### config.mk
export PLATFORM = sky130hd
export DESIGN_NAME = tsxo_core
export DESIGN_NICKNAME = d
export VERILOG_FILES = /design/src/hw/tsxo_pkg.sv /design/src/hw/tsxo_alu_if.sv /design/src/hw/tsxo_core.sv /design/src/hw/tsxo_alu.sv
export SDC_FILE = /design/constraint.sdc
export NUM_CORES = 1
export LEC_CHECK = 0
export BUFFER_PORTS_ARGS = -buffer_cell sky130_fd_sc_hd__buf_2
export CAP_MARGIN = 5
export CORE_ASPECT_RATIO = 0.6
export CORE_MARGIN = 2
export CORE_UTILIZATION = 47
export DETAILED_ROUTE_END_ITERATION = 8
export MAX_ROUTING_LAYER = met4
export PLACE_DENSITY = 0.76
export SLEW_MARGIN = 20
export SYNTH_ARGS = -nofsm -noshare
export SYNTH_HDL_FRONTEND = slang
export SYNTH_HIERARCHICAL = 1
export SYNTH_SLANG_ARGS = --single-unit
### constraint.sdc
create_clock -name clock_i -period 3 [get_ports clock_i]
set_input_delay 0.6 -clock clock_i [delete_from_list [all_inputs] [get_ports clock_i]]
set_output_delay 0.6 -clock clock_i [all_outputs]
set_load 0.01 [all_outputs]
### src/hw/tsxo_pkg.sv
// Constants and types shared by the test-skip and exclusive-or execution block
package tsxo_pkg;

  localparam int DATA_W = 8;
  localparam int BANK_W = 4;
  localparam int ADDR_W = BANK_W + DATA_W;
  localparam int INSTR_W = 16;

  // Opcode fields
  localparam int TST_OPC_LSB = 9;
  localparam logic [6:0] TST_OPC = 7'h33;
  localparam int XLW_OPC_LSB = 8;
  localparam logic [7:0] XLW_OPC = 8'h0a;
  localparam int XWF_OPC_LSB = 10;
  localparam logic [5:0] XWF_OPC = 6'h06;

  // Operand field positions
  localparam int DEST_BIT = 9;
  localparam int ACCESS_BIT = 8;
  localparam int ACCESS_SPLIT_BIT = 7;

  // Banks reached through the access bank
  localparam logic [BANK_W-1:0] ACCESS_LOW_BANK = 4'h0;
  localparam logic [BANK_W-1:0] ACCESS_HIGH_BANK = 4'hf;

  // Reset values
  localparam logic [DATA_W-1:0] W_RESET = 8'h00;
  localparam logic FLAG_RESET = 1'b0;

  typedef enum logic [1:0] {
    TSXO_EXEC,
    TSXO_DROP,
    TSXO_DROP_TAIL
  } tsxo_phase_t;

  typedef struct packed {
    tsxo_phase_t phase;
    logic ir_valid;
    logic ir_two;
    logic [INSTR_W-1:0] ir;
    logic [DATA_W-1:0] w;
    logic n;
    logic z;
    logic flags_wr;
    logic wr_en;
    logic [ADDR_W-1:0] wr_addr;
    logic [DATA_W-1:0] wr_data;
    logic retire;
    logic no_operation;
  } tsxo_state_t;

endpackage

### src/hw/tsxo_alu_if.sv
// Operand and result bundle between the sequencer and the exclusive-or unit
`timescale 1ns/100ps
interface tsxo_alu_if;
  logic [tsxo_pkg::DATA_W-1:0] a;
  logic [tsxo_pkg::DATA_W-1:0] b;
  logic [tsxo_pkg::DATA_W-1:0] result;
  logic neg;
  logic zero;

  modport user (output a, output b, input result, input neg, input zero);
  modport unit (input a, input b, output result, output neg, output zero);
endinterface

### src/hw/tsxo_core.sv
// Decode and execute of test-skip-if-zero and the two exclusive-or instructions
//
// Function
// - The test-and-skip word carries 0110011 on top, then the access bit and an 8-bit address.
// - A zero operand discards the prefetched word as a no-operation and touches no flag.
// - Test-and-skip costs one cycle, two when it skips, three when it skips a two-word one.
// - Access bit 0 picks the access bank and ignores the bank select, 1 uses the bank select.
// - The literal form has upper byte 00001010 and writes W xor literal into W in one cycle.
// - Both exclusive-or forms write only the negative and zero flags.
// - The file form has 000110 on top, then destination, access and an 8-bit address.
// - The file form computes W xor the addressed file register.
// - Destination 0 puts the result in W, destination 1 writes it back to the file register.
`timescale 1ns/100ps
module tsxo_core (
  input wire logic clock_i,
  input wire logic sys_rst_i,
  input wire logic instr_valid_i,
  input wire logic [tsxo_pkg::INSTR_W-1:0] instr_i,
  input wire logic instr_two_word_i,
  input wire logic [tsxo_pkg::BANK_W-1:0] bank_select_register_i,
  output logic [tsxo_pkg::ADDR_W-1:0] mem_rd_addr_o,
  input wire logic [tsxo_pkg::DATA_W-1:0] mem_rd_data_i,
  output logic mem_wr_en_o,
  output logic [tsxo_pkg::ADDR_W-1:0] mem_wr_addr_o,
  output logic [tsxo_pkg::DATA_W-1:0] mem_wr_data_o,
  output logic [tsxo_pkg::DATA_W-1:0] working_o,
  output logic neg_flag_o,
  output logic zero_flag_o,
  output logic flags_wr_o,
  output logic retire_o,
  output logic nop_o
);
  tsxo_pkg::tsxo_state_t st;
  tsxo_pkg::tsxo_state_t next_st;

  tsxo_alu_if alu ();

  tsxo_alu u_alu (
    .alu(alu.unit)
  );

  logic [tsxo_pkg::INSTR_W-1:0] op;
  logic is_tst;
  logic is_xlw;
  logic is_xwf;
  logic execute;
  logic [tsxo_pkg::BANK_W-1:0] bank;
  logic [tsxo_pkg::ADDR_W-1:0] f_addr;
  logic [tsxo_pkg::DATA_W-1:0] file_val;
  logic [tsxo_pkg::DATA_W-1:0] xor_val;

  // Decode of the word held in the execute stage
  always_comb begin
    op = st.ir;
    is_tst = op[tsxo_pkg::INSTR_W-1:tsxo_pkg::TST_OPC_LSB] == tsxo_pkg::TST_OPC;
    is_xlw = op[tsxo_pkg::INSTR_W-1:tsxo_pkg::XLW_OPC_LSB] == tsxo_pkg::XLW_OPC;
    is_xwf = op[tsxo_pkg::INSTR_W-1:tsxo_pkg::XWF_OPC_LSB] == tsxo_pkg::XWF_OPC;
    execute = (st.phase == tsxo_pkg::TSXO_EXEC) && st.ir_valid;
  end

  // File address: access bank or bank select
  always_comb begin
    if (op[tsxo_pkg::ACCESS_BIT]) begin
      bank = bank_select_register_i;
    end else if (op[tsxo_pkg::ACCESS_SPLIT_BIT]) begin
      bank = tsxo_pkg::ACCESS_HIGH_BANK;
    end else begin
      bank = tsxo_pkg::ACCESS_LOW_BANK;
    end
    f_addr = {bank, op[tsxo_pkg::DATA_W-1:0]};
  end

  // Pending write-back is forwarded to a read of the same address
  always_comb begin
    if (st.wr_en && (st.wr_addr == f_addr)) begin
      file_val = st.wr_data;
    end else begin
      file_val = mem_rd_data_i;
    end
  end

  // Test feeds zero xor file so the zero detect reports the operand itself
  always_comb begin
    alu.a = is_tst ? '0 : st.w;
    alu.b = is_xlw ? op[tsxo_pkg::DATA_W-1:0] : file_val;
    xor_val = alu.result;
  end

  always_comb begin
    next_st = st;
    next_st.wr_en = 1'b0;
    next_st.retire = 1'b0;
    next_st.no_operation = 1'b0;
    next_st.flags_wr = 1'b0;
    next_st.ir_valid = instr_valid_i;
    if (instr_valid_i) begin
      next_st.ir = instr_i;
      next_st.ir_two = instr_two_word_i;
    end
    unique case (st.phase)
      tsxo_pkg::TSXO_EXEC: begin
        if (st.ir_valid) begin
          next_st.retire = 1'b1;
          if (is_xlw || (is_xwf && !op[tsxo_pkg::DEST_BIT])) begin
            next_st.w = xor_val;
          end
          if (is_xwf && op[tsxo_pkg::DEST_BIT]) begin
            next_st.wr_en = 1'b1;
            next_st.wr_addr = f_addr;
            next_st.wr_data = xor_val;
          end
          if (is_xlw || is_xwf) begin
            next_st.n = alu.neg;
            next_st.z = alu.zero;
            next_st.flags_wr = 1'b1;
          end
          if (is_tst && alu.zero) begin
            next_st.phase = tsxo_pkg::TSXO_DROP;
          end
        end
      end
      tsxo_pkg::TSXO_DROP: begin
        if (st.ir_valid) begin
          next_st.no_operation = 1'b1;
          if (st.ir_two) begin
            next_st.phase = tsxo_pkg::TSXO_DROP_TAIL;
          end else begin
            next_st.phase = tsxo_pkg::TSXO_EXEC;
          end
        end
      end
      tsxo_pkg::TSXO_DROP_TAIL: begin
        if (st.ir_valid) begin
          next_st.no_operation = 1'b1;
          next_st.phase = tsxo_pkg::TSXO_EXEC;
        end
      end
      default: begin
        next_st.phase = tsxo_pkg::TSXO_EXEC;
      end
    endcase
    if (sys_rst_i) begin
      next_st = '0;
      next_st.phase = tsxo_pkg::TSXO_EXEC;
      next_st.w = tsxo_pkg::W_RESET;
      next_st.n = tsxo_pkg::FLAG_RESET;
      next_st.z = tsxo_pkg::FLAG_RESET;
    end
  end

  always_ff @(posedge clock_i) begin
    st <= next_st;
  end

  assign mem_rd_addr_o = f_addr;
  assign mem_wr_en_o = st.wr_en;
  assign mem_wr_addr_o = st.wr_addr;
  assign mem_wr_data_o = st.wr_data;
  assign working_o = st.w;
  assign neg_flag_o = st.n;
  assign zero_flag_o = st.z;
  assign flags_wr_o = st.flags_wr;
  assign retire_o = st.retire;
  assign nop_o = st.no_operation;
endmodule

### src/hw/tsxo_alu.sv
// Exclusive-or unit with negative and zero detection
`timescale 1ns/100ps
module tsxo_alu (
  tsxo_alu_if.unit alu
);
  always_comb begin
    alu.result = alu.a ^ alu.b;
    alu.neg = alu.result[tsxo_pkg::DATA_W-1];
    alu.zero = ~|alu.result;
  end
endmodule

==> results.md, run 1 <==
* Final wirelength at 7050 um
* IO Pins at 78
* Post-route cell area at 0.00339 mm^2
* Met1 Track Usage GR at 0.304
* Row count at 21
* R2R setup slack at approximately 0.007 ns
* Pre-antenna DRT Iters at 4
* Hold Vio Cnt, Final at 0
* Layout area overhead at 18.4%
* Via/cell ratio at 5.05
* Final slew viol count at 0
* HP Start: st[53]$_SDFFE_PP0P_
* Placed Area at approximately 0.0032 mm^2
* Synth Warn # at 6
* Hold_buf cts at 0
* Final Non-Filler Cells at about 460
* Lkg Pwr at 1.53 nW
* CTS tree: done
* Synth Net Count at 355
* Status: completed
* Yosys cell types at 35
* Clk_skew at 0.0159 ns
* Die height at 64.5 um
* Worst reg-to-reg path cell count at 12
* Setup CP Type: reg2reg
* Register clock-pin slew on the reported worst setup and hold paths at about 0.12 ns
* H-tree depth at 2
* Clk sink count at 54
* Max_cap viols at 0
* CP Max Fanout at 8
* Largest cells by area after synthesis: dfxtp_1 38%, mux2i_1 15%, buf_4 10%
* Share of layout cells above drive strength 1 at 0.348
* Post-synthesis sequential area ratio at 0.378
* Power Dens Cells at 415 mW/mm^2
* VDD IR-drop max at 0.220 mV
* Met2 Use GR at 0.291
* Cell count after synthesis at 319
* Critical Path RT at 3.24 ns
* Gr usage total at 0.209
* Worst-Skew Late Latency at 0.33 ns
* Starting Density at 0.500
* Clk root buf: clkbuf_8
* Core area at 0.00573 mm^2
* Syn Area/Cell at 8.97 um^2
* Final Cycle Share at 0.998
* Synth top area share at 0.378
* Worst-margin pin slew at between 0.9 and 1 ns
* Fmax at roughly 330 MHz
* Die Width at 105 um
* Clock tree buffer depth at 2
* CTS Buf Count at 5
* Most frequent cells after synthesis: 61 x nor2_1, 54 x dfxtp_1, 44 x mux2i_1, 38 x buf_4, 12 x xnor2_1
* DRC at 0
* Placed cell count at 450
* Wire length per cell at 15.3 um
* Worst path arrival time at 3.23 ns
* Top-count cell post-synth: nor2_1
* Worst hold path class: reg2reg
* GR peak layer: met1
* Die Area at 0.00675 mm^2
* Pin count of the biggest net entering global routing at between 50 and 60
* Critical register-to-register path startpoint: op[8]$_SDFFE_PP0P_
* First-pass GRT wire length at about 11000 um
* EDFF count, synth at 0
* Slew margin rel. at 0.346
* Core Util, Final at 0.592
* Final nets at around 420
* Hold EP: st[53]$_SDFFE_PP0P_
* Number of global-route vias before repair at 2154
* RSZ-0062 raised after global routing: yes
* Initial antenna violation count at 0
* Element type at the critical path start: flop
* GP Congestion at ~0.98
* Port bufs at 77
* Final Critical Period at 2.99 ns
* Reg2reg end: st[53]$_SDFFE_PP0P_
* Initial DRC Count at 141
* GR Util met3 at 0.0402
* Synth Flop Type: dfxtp_1
* Final Setup Violations at 0
* Gr ovfl total at 0
* Async SR Flop Fraction at 0
* DRT antenna net count at 0
* Synth area leader: dfxtp_1
* Worst hold path cell count at 2
* Setup crit end kind: flop
* Post-synthesis cell area at 0.00286 mm^2
* Total power at between 1 and 1.5 mW
* Yosys reg bits at 54
* Detail Placement HPWL at between 5000 and 6000 um
* Antenna diodes at 0
* Via count at 2333
cells by family after synthesis:
kind of cell / Yosys count / synth area share
compound gates: 28 / 0.0590
xor+xnor: 21 / 0.0642
buf+inv: 61 / 0.139
mux: 46 / 0.167
fa+ha+maj: 4 / 0.0175
flops: 54 / 0.378
simple gates: 105 / 0.176
placed cells by master (no fill, tap or decap), drive strengths merged:
cell type / count
mux2i: 46
xnor2: 12
ha: 4
nor3: 2
nand2: 8
a31oi: 8
nor2: 62
xor2: 9
nor2b: 2
nand2b: 1
and2: 9
dfxtp: 54
o22a: 1
a211oi: 4
or3: 2
buf: 109
a21oi: 4
inv: 9
nor4: 4
nand4: 10
clkinv: 1
or4: 1
o21ba: 1
clkbuf: 5
nand3: 2
nand4b: 1
o21ai: 10
nand3b: 1
layer usage:
layer / vias up / share of wire
li1: 1160 / -
met1: 1085 / 0.51
met2: 79 / 0.41
met3: 9 / 0.062
met4: 0 / 0.013
met5: - / 0
critical path: stages (launching register included):
cell and delay, ns:
dfxtp_4 0.40, mux2i_4 0.26, xnor2_2 0.11, or4_4 0.62
o21ai_2 0.16, a31oi_1 0.10, xor2_1 0.19, nor4_1 0.30
and2_1 0.20, nand2_1 0.06, o22a_1 0.22, nand3b_1 0.17
a21oi_1 0.12
sequential cells by signal (all words and copies together), names as in the netlist:
name	cells
mem_wr_addr_o	12
neg_flag_o	1
retire_o	1
zero_flag_o	1
working_o	8
st	4
op	16
mem_wr_en_o	1
nop_o	1
mem_wr_data_o	8
flags_wr_o	1
through the flow:
step | hold WS [ns] | setup WS, ns | TNS, ns
floorplan | 0.449 | 0.104 | 0
global placement | 0.473 | -0.241 | -0.462
detailed placement | 0.470 | -0.290 | -0.571
CTS | 0.485 | 0.0149 | 0
global route | 0.503 | -0.149 | -0.287
finish | 0.495 | 0.00703 | 0
worst max-delay path by stage:
stage / startpoint / endpoint / slack (ns)
4_1_cts: op[8]$_SDFFE_PP0P_ / st[52]$_SDFFE_PP0P_ / 0.01
5_1_grt: op[8]$_SDFFE_PP0P_ / st[52]$_SDFFE_PP0P_ / -0.15
6_report: op[8]$_SDFFE_PP0P_ / st[53]$_SDFFE_PP0P_ / 0.007
3_3_place_gp: bank_select_register_i[2] / st[53]$_SDFFE_PP0P_ / -0.24
2_1_floorplan: bank_select_register_i[2] / st[53]$_SDFFE_PP0P_ / 0.10
3_5_place_dp: bank_select_register_i[2] / st[52]$_SDFFE_PP0P_ / -0.29
repair_timing:
| action | 4_1_cts | 5_1_grt |
|---|---|---|
| endpoints found under the hold margin | 0 | 0 |
| buffers inserted | 0 | 4 |
| setup endpoints to repair | 2 | 2 |
| resized for setup | 4 | 13 |
| pin swaps | 0 | 12 |
layout make-up:
type	instances	area, um^2
clock buffer	5	68.8
multi-input combinational	204	1440
tap	80	100
clock inverter	3	28.8
inverter	7	26.3
fill	501	2340
sequential	54	1090
timing repair buffer	109	637
power by group:
group          switching (mW)  total, mW  internal (mW)
sequential             0.0142      0.746          0.732
combinational           0.111      0.216          0.105
clock                   0.269      0.445          0.175
total                   0.394       1.41           1.01
Power figures use the tool's default switching activity.
==> run 2, diff against run 1 <==
--- a/config.mk
+++ b/config.mk
@@ -9,10 +9,11 @@
 export CAP_MARGIN = 5
 export CORE_ASPECT_RATIO = 0.6
 export CORE_MARGIN = 2
-export CORE_UTILIZATION = 47
+export CORE_UTILIZATION = 49
+export CTS_BUF_LIST = sky130_fd_sc_hd__clkbuf_8
 export DETAILED_ROUTE_END_ITERATION = 8
 export MAX_ROUTING_LAYER = met4
-export PLACE_DENSITY = 0.76
+export PLACE_DENSITY = 0.78
 export SLEW_MARGIN = 20
 export SYNTH_ARGS = -nofsm -noshare
 export SYNTH_HDL_FRONTEND = slang
==> results.md, run 2 (same netlist as run 1, synthesis figures left out) <==
* Status: completed
* Critical Path, Cell by Cell: buf_8 > mux2i_4 > xnor2_2 > or3_4 > o21ai_2 > a31oi_2 > xor2_1 > nor4_1 > and2_1 > nand2_1 > o22a_1 > nand3b_1 > a21oi_1
* Sequential share of power at 0.541
* Share of layout cells above drive strength 1 at 0.359
* Setup crit end kind: flop
* First-pass GRT wire length at 10700 um
* Fmax at 334 MHz
* IO Pins at 78
* Layout area overhead at 18.8%
* Placed Area at approximately 0.0032 mm^2
* Worst path arrival time at 3.22 ns
* Max_cap viols at 0
* Port bufs at 77
* GP Congestion at 0.937
* Gr usage total at 0.217
* Comb power frac at 0.155
* Via count at roughly 2300
* RSZ-0062 raised after global routing: yes
* Worst reg-to-reg path cell count at 13
* Critical Path RT at 3.22 ns
* Power Dens Cells at 405 mW/mm^2
* Initial antenna violation count at 0
* Gr ovfl total at 0
* # fillers at about 490
* Hold_buf cts at 0
* Met1 Track Usage GR at 0.318
* Met2 Use GR at 0.312
* Clk_skew at roughly 0.0038 ns
* Register clock-pin slew on the reported worst setup and hold paths at 0.09 ns
* Total power at 1.38 mW
* GR peak layer: met1
* Core area at roughly 0.0056 mm^2
* Final Cycle Share at 0.999
* Sw frac at 0.258
* CTS Buf Count at 5
* Switching pwr at ~0.36 mW
* DRC at 0
* Via/cell ratio at 5.07
* Pre-antenna DRT Iters at 4
* Final wirelength at 6830 um
* Die Width at 103 um
* H-tree depth at 2
* DRT antenna net count at 0
* Largest register FFs at 16
* CP Max Fanout at 8
* DP Worst Slack at -0.311 ns
* Final Critical Period at 3.00 ns
* Worst hold path class: reg2reg
* Detail Placement HPWL at approximately 5100 um
* Final slew viol count at 0
* CP max stage delay at 0.45 ns
* Pin count of the biggest net entering global routing at 55
* Wire length per cell at 14.8 um
* Worst-Skew Late Latency at 0.30 ns
* Row count at 21
* Setup CP Type: reg2reg
* VDD IR-drop max at approximately 0.25 mV
* Worst hold path cell count at 2
* Number of global-route vias before repair at 2179
* Clk root buf: clkbuf_8
* Hold Vio Cnt, Final at 0
* Most frequent cells in the layout: 77 x buf_2, 61 x nor2_1, 47 x dfxtp_1
* CTS tree: done
* Clock power share at 0.304
* Final Worst Setup Slack at 0.00351 ns
* Worst-margin pin slew at between 0.9 and 1 ns
* Clk sink count at 54
* Starting Density at 0.512
* Total internal power at 1.02 mW
* Initial DRC Count at 159
* Post-route cell area at 0.00340 mm^2
* Final nets at between 400 and 500
* Slew margin rel. at 0.371
* Commonest non-fill, non-tap cell in the layout: buf_2
* GR Util met3 at 0.0400
* Die Area at ~0.0065 mm^2
* Antenna diodes at 0
* Die height at roughly 63 um
* Critical path's slowest cell: or3_4
* Lkg Pwr at 1.53 nW
* Final Setup Violations at 0
* Element type at the critical path start: flop
* Clock tree buffer depth at 2
-- run 2: stage by stage --
| stage | hold WS (ns) | std cells | utilization | setup TNS [ns] |
|---|---|---|---|---|
| floorplan | 0.449 | 319 | - | 0 |
| global placement | 0.469 | 450 | 0.569 | -0.489 |
| global route | 0.525 | 462 | 0.608 | -0.189 |
| detailed placement | 0.474 | 450 | 0.569 | -0.606 |
| CTS | 0.490 | 458 | 0.589 | 0 |
| finish | 0.496 | 462 | 0.608 | 0 |
-- run 2: timing repair --
item                       4_1_cts  5_1_grt
setup endpoints to repair        2        2
pin swaps                        0       10
gates cloned                     0        0
gates resized for setup          4       19
buffers inserted                 0        4
-- run 2: power groups by stage --
stage                     clock [mW]  combinational (mW)  sequential, mW
after detailed placement           0               0.192           0.762
after floorplan                    0               0.115           0.760
after global routing           0.464               0.231           0.748
final                          0.418               0.213           0.745
after CTS                      0.427               0.197           0.746
after global placement             0               0.190           0.761
-- run 2: worst max-delay path: cells and delay by family (launching register included) --
kind                   cells  cell delay (ns)
AO/OA/AOI/OAI              4             0.65
XOR/XNOR                   2             0.26
buffers and inverters      1             0.14
flip-flops                 1             0.39
multiplexers               1             0.26
AND/OR/NAND/NOR            5             1.21
-- run 2: cell type report --
type                            count  area (um^2)  share of cell area
Clock buffer                        6         82.6              0.0243
Clock inverter                      2         12.5             0.00368
Inverter                            7         26.3             0.00773
Multi-Input combinational cell    204         1450               0.426
Sequential cell                    54         1090               0.322
Tap cell                           80          100              0.0294
Timing Repair Buffer              109          637               0.187
-- run 2: worst paths after layout --
check                           from  slack [ns]                  end
hold / removal     st[51]$_SDFF_PP0_        0.50     nop_o$_SDFF_PP0_
setup / recovery  op[8]$_SDFFE_PP0P_       0.004  st[53]$_SDFFE_PP0P_
hold reg to reg    st[51]$_SDFF_PP0_        0.50     nop_o$_SDFF_PP0_
setup reg to reg  op[8]$_SDFFE_PP0P_       0.004  st[53]$_SDFFE_PP0P_
-- run 2: per-layer routing --
| layer | vias to the layer above | share of wire |
|---|---|---|
| met2 | 78 | 0.42 |
| met5 | - | 0 |
| met3 | 7 | 0.057 |
| met4 | 0 | 0.0097 |
| met1 | 1093 | 0.51 |
| li1 | 1163 | - |
==> run 3, diff against run 2 <==
==> constraint.sdc (replaced) <==
create_clock -name clock_i -period 2.7 [get_ports clock_i]
set_input_delay 0.54 -clock clock_i [delete_from_list [all_inputs] [get_ports clock_i]]
set_output_delay 0.54 -clock clock_i [all_outputs]
set_load 0.01 [all_outputs]
==> results.md, run 3 (same netlist as run 1, synthesis figures left out) <==
* Element type at the critical path start: flop
* Post-route cell area at 0.00351 mm^2
* Total power at 1.62 mW
* Share of layout cells above drive strength 1 at 0.375
* Die Area at 0.00649 mm^2
* Wire length per cell at 14.9 um
* # fillers at 489
* Final Setup Violations at 2
* Core area at 0.00560 mm^2
* Slew margin rel. at 0.617
* Hold Vio Cnt, Final at 0
* Status: finished with violations
* Hold_buf cts at 0
* Final Worst Setup Slack at -0.191 ns
* Pre-antenna DRT Iters at 6
* Most frequent cells in the layout: 77 x buf_2, 61 x nor2_1, 50 x dfxtp_1
* Post-Route Setup TNS at -0.368 ns
* CTS Buf Count at 5
* Commonest non-fill, non-tap cell in the layout: buf_2
* Critical Path RT at 2.94 ns
* Clk sink count at 54
* Via/cell ratio at around 5.2
* DP Worst Slack at -0.460 ns
* Starting Density at 0.512
* Detail Placement HPWL at 5220 um
* Setup CP Type: reg2reg
* Initial antenna violation count at 0
* Port bufs at 77
* Failing checks: setup timing
* Final slew viol count at 0
* Register clock-pin slew on the reported worst setup and hold paths at 0.10 ns
* Setup crit end kind: flop
* Initial DRC Count at 202
* H-tree depth at 2
* Worst-Skew Late Latency at 0.31 ns
* VDD IR-drop max at 0.326 mV
* Gr ovfl total at 0
* Largest register FFs at 16
* Gr usage total at 0.230
* RSZ-0062 raised after global routing: yes
* Final Critical Period at 2.89 ns
* Max_cap viols at 0
* Lkg Pwr at 1.59 nW
* Die height at 63.2 um
* Power Dens Cells at between 400 and 500 mW/mm^2
* Row count at 21
* Worst-margin pin slew at 0.574 ns
* Final nets at 427
* Placed Area at 0.00330 mm^2
* Final wirelength at 7040 um
* DRC at 0
* Antenna diodes at 0
* Clock tree buffer depth at 2
* Final Non-Filler Cells at approximately 470
* Die Width at around 100 um
* Placed cell count at 461
* DRT antenna net count at 0
* Layout area overhead at 22.6%
* Via count at roughly 2400
* GP Congestion at roughly 0.92
* Final Cycle Share at 1.07
* First-pass GRT wire length at roughly 11000 um
* Pin count of the biggest net entering global routing at 55
* Clk root buf: clkbuf_8
* CTS tree: done
* Worst path arrival time at 3.14 ns
* CP Max Fanout at 8
* Worst hold path class: in2reg
* Clk_skew at 0.00427 ns
* Fmax at 346 MHz
* Number of global-route vias before repair at 2270
* IO Pins at 78
==> run 3: cell count changes in the layout (fill, tap and decap cells not counted), moves of 3 or more <==
cell,before,now
dfxtp_2,5,2
buf_4,30,38
dfxtp_1,47,50
buf_6,1,4
==> run 3: through the flow <==
stage | util | hold slack [ns]
3_3_place_gp | 0.589 | 0.463
6_report | 0.627 | 0.455
3_5_place_dp | 0.589 | 0.473
4_1_cts | 0.626 | 0.449
2_1_floorplan | - | 0.453
5_1_grt | 0.627 | 0.447
==> run 3: area by class of cell <==
type | instances | area [um^2] | area share
sequential | 54 | 1090 | 0.311
timing repair buffer | 119 | 716 | 0.204
inverter | 7 | 26.3 | 0.00748
clock inverter | 3 | 45.0 | 0.0128
multi-input combinational | 204 | 1460 | 0.417
clock buffer | 5 | 68.8 | 0.0196
tap | 80 | 100 | 0.0285
==> run 3: worst max-delay path, stage by stage (launching register included) <==
cell      delay [ns]
dfxtp_4         0.40
buf_6           0.13
mux2i_4         0.22
xnor2_1         0.08
or3_4           0.47
o21ai_2         0.17
a31oi_1         0.13
xor2_1          0.22
nor4_1          0.23
and2_1          0.20
nand2_1         0.07
o22a_1          0.21
nand3b_1        0.17
a21oi_1         0.12
==> run 3: final timing paths <==
| kind | startpoint | to | slack [ns] | depth (start not counted) |
|---|---|---|---|---|
| min reg2reg | neg_flag_o$_SDFFE_PP0P_ | neg_flag_o$_SDFFE_PP0P_ | 0.49 | 2 |
| max | op[8]$_SDFFE_PP0P_ | st[53]$_SDFFE_PP0P_ | -0.19 | 13 |
| min | instr_i[15] | op[15]$_SDFFE_PP0P_ | 0.46 | 3 |
| max reg2reg | op[8]$_SDFFE_PP0P_ | st[53]$_SDFFE_PP0P_ | -0.19 | 13 |
==> run 3: power breakdown <==
part           internal (mW)  switching (mW)
combinational          0.121           0.129
sequential             0.812          0.0156
clock                  0.276           0.270
==> run 3: timing repair <==
action | 4_1_cts | 5_1_grt
endpoints found under the setup margin | 3 | 3
pin swaps | 8 | 4
buffers inserted | 3 | 0
gates resized for setup | 16 | 3
==> run 3: per-layer routing <==
layer  GRT usage  vias up  share of wire
li1            -     1178              -
met1       0.318     1127           0.50
met2       0.327      118           0.41
met3      0.0688       11          0.086
met4      0.0617        0          0.011
met5           -        -              0
